$ cat src/hdl/scq_pkg.sv
// scq_pkg: register map, field layout, reset values and encodings for the
// state clock qualifier.
// assumes: APB with 32-bit data, one aligned word per register.
package scq_pkg;
   localparam int ADDR_W = 8;
   localparam int DATA_W = 32;
   localparam int NUM_LINES = 6;
   localparam int CNT_W = 3;
   localparam int EVT_W = 16;

   // register byte offsets
   localparam logic [ADDR_W-1:0] CFG_OFS = 8'h00;
   localparam logic [ADDR_W-1:0] QUAL_OFS = 8'h04;
   localparam logic [ADDR_W-1:0] SW_OFS = 8'h08;
   localparam logic [ADDR_W-1:0] STAT_OFS = 8'h0c;

   // config register fields
   localparam int CFG_USER_QUAL = 0;
   localparam int CFG_FALL = 1;
   localparam int CFG_USER_SYN = 2;
   localparam int CFG_DIVIDE = 3;
   localparam int CFG_CNT_LO = 4;
   localparam int CFG_W = 7;

   // per-line condition codes, two bits each
   localparam logic [1:0] COND_LOW = 2'h0;
   localparam logic [1:0] COND_HIGH = 2'h1;
   localparam logic [1:0] COND_DC = 2'h2;

   // line positions inside the six qualifier control lines
   localparam int SYNC_A_POS = 2;
   localparam int WAIT_A_POS = 3;
   localparam int SYNC_B_POS = 4;
   localparam int WAIT_B_POS = 5;

   // status register fields
   localparam int ST_INVALID = 0;
   localparam int ST_WAIT = 1;
   localparam int ST_PEND = 2;
   localparam int ST_EVT_LO = 16;

   // reset values: standard qualification, rising edge, standard synthesis
   localparam logic [CFG_W-1:0] CFG_RST = 7'h10;
   localparam logic [2*NUM_LINES-1:0] QUAL_RST = 12'haaa;
   localparam logic [7:0] SW_RST = 8'haa;

   localparam logic [CNT_W-1:0] CNT_ONE = 3'h1;
   localparam logic [CNT_W-1:0] CNT_ZERO = 3'h0;
   localparam logic [CNT_W-1:0] CNT_MAX = 3'h4;
endpackage : scq_pkg

$ cat src/hdl/scq_line_match.sv
// scq_line_match: tests a group of control lines against two-bit
// conditions (low, high, don't care).
// assumes: lines already synchronous to the block clock.
`timescale 1ns/1ps
module scq_line_match #(
   parameter int N = 2
) (
   input wire logic [N-1:0] lines,
   input wire logic [2*N-1:0] cond,
   output logic all_ok,
   output logic any_hit,
   output logic any_cared
);
   logic [N-1:0] hit;
   logic [N-1:0] cared;

   genvar i;
   generate
      for (i = 0; i < N; i++) begin : g_line
         assign cared[i] = (cond[2*i+1] == 1'b0);
         assign hit[i] = cared[i] && (lines[i] == cond[2*i]);
      end
   endgenerate

   // don't care lines pass the AND and drop out of the OR
   assign all_ok = &(hit | ~cared);
   assign any_hit = |hit;
   assign any_cared = |cared;
endmodule : scq_line_match

$ cat src/hdl/scq_qualifier.sv
// scq_qualifier: builds the state (storage) clock strobe from the target
// master clock, its qualifier lines and optional strobe synthesis.
// assumes: MCLK and CTL are synchronous to CLK and much slower than it;
// one configuration set serves both the main and the timing sections.
//
// Overview of operation
// - sample only on master edges, some skipped
// - edge select: 0 rising, 1 falling
// - AND of six qualifier lines gates edges
// - no user qualification means default settings
// - standard synthesis passes qualified clock unchanged
// - delay mode strobes 0..4 edges after sync
// - delay mode: one strobe per sync assertion
// - divide by 1..4, restarted by sync
// - sync is OR of two coded lines
// - delay with sync don't care: no strobe
// - divide with sync don't care flagged invalid
// - wait is OR of two coded lines
// - each wait cycle stretches synthesized cycle one edge
// - sync suspended while wait asserted
// - settings persist until software rewrites them
// - one configuration shared by both sections
`timescale 1ns/1ps
module scq_qualifier #(
   parameter int ADDR_W = scq_pkg::ADDR_W,
   parameter int EVT_W = scq_pkg::EVT_W
) (
   input wire logic CLK,
   input wire logic RST,
   input wire logic PSEL,
   input wire logic PENABLE,
   input wire logic PWRITE,
   input wire logic [ADDR_W-1:0] PADDR,
   input wire logic [scq_pkg::DATA_W-1:0] PWDATA,
   output logic [scq_pkg::DATA_W-1:0] PRDATA,
   output logic PREADY,
   output logic PSLVERR,
   input wire logic MCLK,
   input wire logic [scq_pkg::NUM_LINES-1:0] CTL,
   output logic STATE_STROBE,
   output logic CFG_INVALID
);
   localparam int CW = scq_pkg::CNT_W;
   // sync and wait groups: two lines, two code bits each
   localparam int GRP_W = 4;
   localparam int SW_W = 2 * GRP_W;

   // clamp the shared count field to its legal range
   function automatic logic [CW-1:0] clamp_cnt(input logic [CW-1:0] v,
                                               input logic lo_one);
      logic [CW-1:0] r;
      r = v;
      if (v > scq_pkg::CNT_MAX) begin
         r = scq_pkg::CNT_MAX;
      end else if (lo_one && v == scq_pkg::CNT_ZERO) begin
         r = scq_pkg::CNT_ONE;
      end
      return r;
   endfunction : clamp_cnt

   // register file
   logic [scq_pkg::CFG_W-1:0] cfg_q;
   logic [2*scq_pkg::NUM_LINES-1:0] qual_q;
   logic [SW_W-1:0] sw_q;
   logic pready_q;
   logic [scq_pkg::DATA_W-1:0] prdata_q;
   logic pslverr_q;

   wire access = PSEL && PENABLE;
   wire start_ans = access && !pready_q;
   wire hit_cfg = (PADDR == scq_pkg::CFG_OFS);
   wire hit_qual = (PADDR == scq_pkg::QUAL_OFS);
   wire hit_sw = (PADDR == scq_pkg::SW_OFS);
   wire hit_stat = (PADDR == scq_pkg::STAT_OFS);
   wire mapped = hit_cfg || hit_qual || hit_sw || hit_stat;
   wire wr_done = access && pready_q && PWRITE;

   // decoded settings
   wire user_qual = cfg_q[scq_pkg::CFG_USER_QUAL];
   wire user_syn = cfg_q[scq_pkg::CFG_USER_SYN];
   wire mode_div = cfg_q[scq_pkg::CFG_DIVIDE];
   wire [CW-1:0] cnt_raw = cfg_q[scq_pkg::CFG_CNT_LO +: CW];
   wire [CW-1:0] delay_n = clamp_cnt(cnt_raw, 1'b0);
   wire [CW-1:0] div_n = clamp_cnt(cnt_raw, 1'b1);
   wire eff_fall = user_qual && cfg_q[scq_pkg::CFG_FALL];

   // master edge detection
   logic mclk_q;
   wire rise = MCLK && !mclk_q;
   wire fall = !MCLK && mclk_q;
   wire act_edge = eff_fall ? fall : rise;

   // line evaluation
   logic and_ok;
   logic sync_now;
   logic sync_cared;
   logic wait_now;
   logic [1:0] sync_lines;
   logic [1:0] wait_lines;

   assign sync_lines = {CTL[scq_pkg::SYNC_B_POS], CTL[scq_pkg::SYNC_A_POS]};
   assign wait_lines = {CTL[scq_pkg::WAIT_B_POS], CTL[scq_pkg::WAIT_A_POS]};

   scq_line_match #(.N(scq_pkg::NUM_LINES)) u_and (
      .lines(CTL),
      .cond(qual_q),
      .all_ok(and_ok),
      .any_hit(),
      .any_cared()
   );

   scq_line_match #(.N(2)) u_sync (
      .lines(sync_lines),
      .cond(sw_q[GRP_W-1:0]),
      .all_ok(),
      .any_hit(sync_now),
      .any_cared(sync_cared)
   );

   scq_line_match #(.N(2)) u_wait (
      .lines(wait_lines),
      .cond(sw_q[SW_W-1:GRP_W]),
      .all_ok(),
      .any_hit(wait_now),
      .any_cared()
   );

   wire qual_edge = act_edge && (!user_qual || and_ok);

   // strobe synthesis
   logic sync_prev_q;
   logic pend_q;
   logic [CW-1:0] rem_q;
   logic [CW-1:0] phase_q;
   logic strobe_q;
   logic invalid_q;
   logic wait_q;
   logic [EVT_W-1:0] evt_q;

   wire sync_start = qual_edge && !wait_now && sync_now && !sync_prev_q;
   wire syn_step = qual_edge && !wait_now;
   wire delay_mode = user_syn && !mode_div;
   wire div_mode = user_syn && mode_div;

   // one strobe per sync, after delay_n edges
   wire dly_now0 = sync_start && delay_n == scq_pkg::CNT_ZERO;
   wire dly_fire = syn_step && pend_q && !sync_start &&
                   rem_q == scq_pkg::CNT_ONE;
   wire dly_strobe = dly_now0 || dly_fire;
   wire pend_d = sync_start ? (delay_n != scq_pkg::CNT_ZERO) :
                 (dly_fire ? 1'b0 : pend_q);
   wire [CW-1:0] rem_d = sync_start ? delay_n :
                 ((syn_step && pend_q) ? rem_q - scq_pkg::CNT_ONE : rem_q);

   // every Nth edge, restarted by sync
   wire [CW-1:0] phase_inc = phase_q + scq_pkg::CNT_ONE;
   wire div_wrap = phase_inc >= div_n;
   wire div_strobe = syn_step && (sync_start || div_wrap);
   wire [CW-1:0] phase_d = !syn_step ? phase_q :
                 ((sync_start || div_wrap) ? scq_pkg::CNT_ZERO : phase_inc);

   // wait holds synthesis; in delay mode no sync means no strobe
   wire strobe_d = !user_syn ? qual_edge :
                   (mode_div ? div_strobe : dly_strobe);
   // divide with sync all don't care
   wire invalid_d = div_mode && !sync_cared;
   // running strobe count for status
   wire [EVT_W-1:0] evt_d = evt_q + {{(EVT_W-1){1'b0}}, strobe_d};

   always_ff @(posedge CLK) begin
      if (RST) begin
         mclk_q <= 1'b0;
         sync_prev_q <= 1'b0;
         pend_q <= 1'b0;
         rem_q <= scq_pkg::CNT_ZERO;
         phase_q <= scq_pkg::CNT_ZERO;
         strobe_q <= 1'b0;
         invalid_q <= 1'b0;
         wait_q <= 1'b0;
         evt_q <= '0;
      end else begin
         mclk_q <= MCLK;
         if (syn_step) begin
            sync_prev_q <= sync_now;
         end
         pend_q <= delay_mode && pend_d;
         rem_q <= rem_d;
         phase_q <= phase_d;
         strobe_q <= strobe_d;
         invalid_q <= invalid_d;
         if (qual_edge) begin
            wait_q <= wait_now;
         end
         evt_q <= evt_d;
      end
   end

   // APB slave; status fields at their named positions
   logic [scq_pkg::DATA_W-1:0] stat_word;
   always_comb begin
      stat_word = '0;
      stat_word[scq_pkg::ST_INVALID] = invalid_q;
      stat_word[scq_pkg::ST_WAIT] = wait_q;
      stat_word[scq_pkg::ST_PEND] = pend_q;
      stat_word[scq_pkg::ST_EVT_LO +: EVT_W] = evt_q;
   end
   wire [scq_pkg::DATA_W-1:0] rd_mux =
      hit_cfg ? {{(scq_pkg::DATA_W-scq_pkg::CFG_W){1'b0}}, cfg_q} :
      hit_qual ? {{(scq_pkg::DATA_W-2*scq_pkg::NUM_LINES){1'b0}}, qual_q} :
      hit_sw ? {{(scq_pkg::DATA_W-SW_W){1'b0}}, sw_q} :
      hit_stat ? stat_word : '0;

   always_ff @(posedge CLK) begin
      if (RST) begin
         cfg_q <= scq_pkg::CFG_RST;
         qual_q <= scq_pkg::QUAL_RST;
         sw_q <= scq_pkg::SW_RST;
         pready_q <= 1'b0;
         prdata_q <= '0;
         pslverr_q <= 1'b0;
      end else begin
         pready_q <= start_ans;
         if (start_ans) begin
            prdata_q <= PWRITE ? '0 : rd_mux;
            pslverr_q <= !mapped;
         end else begin
            pslverr_q <= 1'b0;
         end
         if (wr_done && hit_cfg) begin
            cfg_q <= PWDATA[scq_pkg::CFG_W-1:0];
         end
         if (wr_done && hit_qual) begin
            qual_q <= PWDATA[2*scq_pkg::NUM_LINES-1:0];
         end
         if (wr_done && hit_sw) begin
            sw_q <= PWDATA[SW_W-1:0];
         end
      end
   end

   assign PRDATA = prdata_q;
   assign PREADY = pready_q;
   assign PSLVERR = pslverr_q;
   assign STATE_STROBE = strobe_q;
   assign CFG_INVALID = invalid_q;
endmodule : scq_qualifier

$ cat config.mk
export PLATFORM = sky130hd
export DESIGN_NAME = scq_qualifier
export DESIGN_NICKNAME = d
export VERILOG_FILES = /design/src/hdl/scq_pkg.sv /design/src/hdl/scq_line_match.sv /design/src/hdl/scq_qualifier.sv
export SDC_FILE = /design/constraint.sdc
export NUM_CORES = 1
export LEC_CHECK = 0
export BUFFER_PORTS_ARGS = -buffer_cell sky130_fd_sc_hd__buf_2
export CAP_MARGIN = 15
export CORE_AREA = 5 5 89 91
export DETAILED_ROUTE_END_ITERATION = 8
export DIE_AREA = 0 0 94 96
export PLACE_DENSITY = 0.83
export SYNTH_ARGS = -nofsm -noshare
export SYNTH_HDL_FRONTEND = slang
export SYNTH_SLANG_ARGS = --single-unit
$ cat constraint.sdc
create_clock -name CLK -period 6.3 [get_ports CLK]
set_input_delay 0.315 -clock CLK [delete_from_list [all_inputs] [get_ports CLK]]
set_output_delay 0.315 -clock CLK [all_outputs]
set_load 0.02 [all_outputs]
==> impl_metrics.ini <==
[pwr]
power_density_nw_per_um2 = 214
part_of_the_power_in_the_clock_network = 0.369
switching_share = 0.255
power.share.sequential = 0.572
leakagePower_nw = 1.80
max-vdd-ir-drop_mv = 0.180
p_int_mw = 0.707
switchingPower_mw = 0.242
pwr-share-comb = 0.059

[global_routing]
grt_remaining_overflow = 0
grt_first_pass_wirelength_mm = 14.5
antenna_found_initial = 0
grt_max_degree = 90
gr-usage-all-layers = 0.203
grt_pass1_vias = 3117

[synth]
postSynthCellCount = 420
ys.warnings.count = 0
synth_sequential_area_ratio = 0.432
synth_edf_count = 0
async_flop_share = 0
post_synth.cell_area_avg_um2 = 9.37
synth-seq-cells = 85
syn_area_um2 = 3940
synth_flop_cell = dfxtp_1
netlist_cell_types = 59

[critical_path]
critical_path_arrival_ps = 3780
worst_setup_path_start_kind = flop
ff2ff_path_depth = 11
worst-endpoint-required_ps = 6510
timing.critical_path.slowest_cell_delay_ps = 730
timing.setup.critical_path_class = flop to flop
critical-path-slowest-cell = nor4_1
timing.critical_path.fanout_max = 9
timing.reg2reg.setup_slack_ps = 2730
timing.critical_path.cells = and4b_1 -> a21oi_1 -> a2111oi_4 -> a32oi_1 -> nor2_1 -> ha_1 -> nand4_1 -> nor4_1 -> nand4_1 -> xor2_1 -> nor2_1
worst_setup_path_end_kind = flop
r2r_start = cfg_q[0]
regToRegEndpoint = evt_q[15]

[floorplanning]
fp.dieH_um = 96
die_area_um2 = 9020
core_region_area_um2 = 7060
die_width_um = 94
ioPinCount = 88
fp-row-count = 31
initial_utilization = 0.558

[route]
remaining_drc_errors = 0
routed_wirelength_mm = 8.72
vias = 3203
drtIter0Drc = 194
detail_route.first_pass.iterations = 4
ant_nets = 0
vias_per_cell = 5.53
wire_length_per_cell_after_detailed_routing_um = 15.1

[sta]
timing.final.crit_share = 0.567
timing_worst_slew_pin_value_ps = 913
timing.final.crit_period_ps = 3570
maxSlewViolCount = 0
max_slew_margin_vs_limit = 0.391
finalHoldViolations = 0
rsz_0062_raised_after_global_routing = no
finalClockSkew_ps = 11.0
timing.setup.tns_ps = 0
timing.final.setup_violations = 0
timing.fmax_mhz = 280

[status]
outcome = completed

[clock_tree]
clock_tree.htree_level_count = 3
clkLatencyLatePin_ps = 360
cts_tree = built
root_buffer = clkbuf_8
tritoncts_num_sinks = 85
cts_buffer_depth = 2
cts_made_buffers = 9
post_cts_gate_resize_count = 0
cts_hold_buf = 0
cts_setup_buffers = 0
clk_transition_reported_paths_ps = 90

[min_path]
timing.hold.worst.start = PWDATA[11]
hold_path.class = primary input to flop
hold_path_depth = 2
worstHoldEndpoint = qual_q[11]

[placement]
hpwlAfterDp_mm = 6.45
placement.io_buffers = 63
placed_area_um2 = 4250
gp_routability_congestion = 0.861

[cells_and_area]
finish.net_count = 535
antenna_cell_count = 0
final_area_um2 = 4440
final_layout_size_suffix_gt1_frac = 0.223
flow.area_growth_from_synthesis_pct = 12.7

[job]
max-cap-violations = 0
layout by cell type (no fill, tap or decap), types with 10 or more instances in the layout:
master,instances
mux2i_1,19
a22oi_2,10
a22oi_1,11
dfxtp_1,85
nor2b_1,17
a21oi_1,27
inv_1,11
buf_2,63
nor2_2,10
nand2_1,21
nor2_1,52
xnor2_1,11
xor2_1,14
a211o_1,12
layer usage:
metal | routed length, µm | track usage
met1 | 3730 | 0.249
met2 | 4320 | 0.340
met4 | 172 | 0.0614
met3 | 498 | 0.0641
met5 | 0 | 0
per-stage QoR:
stage | setup WS [ps] | power [mW] | hold WS [ps] | instances | utilization
floorplan | 3400 | 0.592 | 433 | 423 | -
global placement | 2890 | 0.609 | 440 | 563 | 0.603
detailed placement | 2800 | 0.610 | 444 | 563 | 0.603
CTS | 2760 | 0.958 | 150 | 579 | 0.629
global route | 2470 | 0.988 | 151 | 579 | 0.629
finish | 2730 | 0.949 | 163 | 579 | 0.629
state kept, by name, summed over array words and instances (netlist names), 3 cells and up:
name	flops
PRDATA	28
evt_q	16
qual_q	12
sw_q	8
cfg_q	7
phase_q	3
rem_q	3
worst max path at each step:
stage / start / end / slack (ps) / cells after the start
after floorplan: cfg_q[0] / evt_q[15] / 3400 / 12
after global placement: cfg_q[0] / evt_q[15] / 2890 / 11
after detailed placement: cfg_q[0] / evt_q[15] / 2800 / 11
after CTS: cfg_q[0] / evt_q[15] / 2760 / 11
after global routing: cfg_q[0] / evt_q[15] / 2470 / 11
final: cfg_q[0] / evt_q[15] / 2730 / 11
critical path, delay by kind of cell (launching register included):
family | cells | cell delay (ps)
xor gates and xnor gates | 1 | 190
and+or+nand+nor | 6 | 1630
AOI/OAI and AO/OA | 3 | 870
DFF | 1 | 530
adders and majority gates | 1 | 220
final cells by class:
cell class | count | area [µm²]
clock inverters | 7 | 58.8
fillers | 619 | 2620
inverters | 11 | 41.3
flip-flops and latches | 85 | 1700
well taps | 99 | 124
repair buffers | 65 | 330
clock buffers | 9 | 124
multi-input cells | 303 | 2060
logic make-up (layout without fill, tap and decap cells):
| logic type | count (synthesis) | count (layout) | synth area share |
|---|---|---|---|
| muxes | 20 | 20 | 0.0512 |
| xor gates and xnor gates | 25 | 25 | 0.0556 |
| and+or+nand+nor | 150 | 150 | 0.199 |
| DFF | 85 | 85 | 0.432 |
| buffers and inverters | 35 | 92 | 0.0480 |
| AOI/OAI and AO/OA | 96 | 96 | 0.187 |
| other | 1 | 4 | 0.000953 |
| adders and majority gates | 8 | 8 | 0.0254 |
cells in the mapped netlist, types with 2 or more instances:
cell / n / area [µm²]
xnor2_1: 11 / 96.3
o221ai_1: 4 / 35.0
nor2b_1: 17 / 106
o22ai_1: 4 / 25.0
and2_1: 3 / 18.8
nand2b_1: 7 / 43.8
o21ai_0: 5 / 25.0
nand4_1: 8 / 50.1
a211o_1: 12 / 105
a31oi_1: 2 / 12.5
nand3b_1: 3 / 22.5
o211ai_1: 4 / 30.0
nor3_1: 9 / 45.0
a22oi_2: 10 / 125
dfxtp_1: 85 / 1700
nor2_2: 10 / 62.6
nand3_1: 3 / 15.0
nand2_1: 21 / 78.8
a21oi_1: 27 / 135
a22oi_1: 11 / 82.6
or3_1: 2 / 12.5
inv_1: 11 / 41.3
ha_1: 8 / 100
clkbuf_1: 11 / 41.3
xor2_1: 14 / 123
buf_2: 3 / 15.0
buf_1: 2 / 7.51
buf_4: 5 / 37.5
a211oi_1: 2 / 15.0
o32ai_1: 3 / 26.3
nor2_1: 52 / 195
and3_1: 6 / 37.5
mux2i_1: 19 / 190
power groups by stage:
stage	combinational (mW)	clock (mW)	sequential, mW
6_report	0.0555	0.350	0.543
5_1_grt	0.0608	0.384	0.543
4_1_cts	0.0554	0.360	0.543
3_5_place_dp	0.0552	0	0.555
3_3_place_gp	0.0542	0	0.555
2_1_floorplan	0.0358	0	0.556
(Power assumes the default switching activity.)
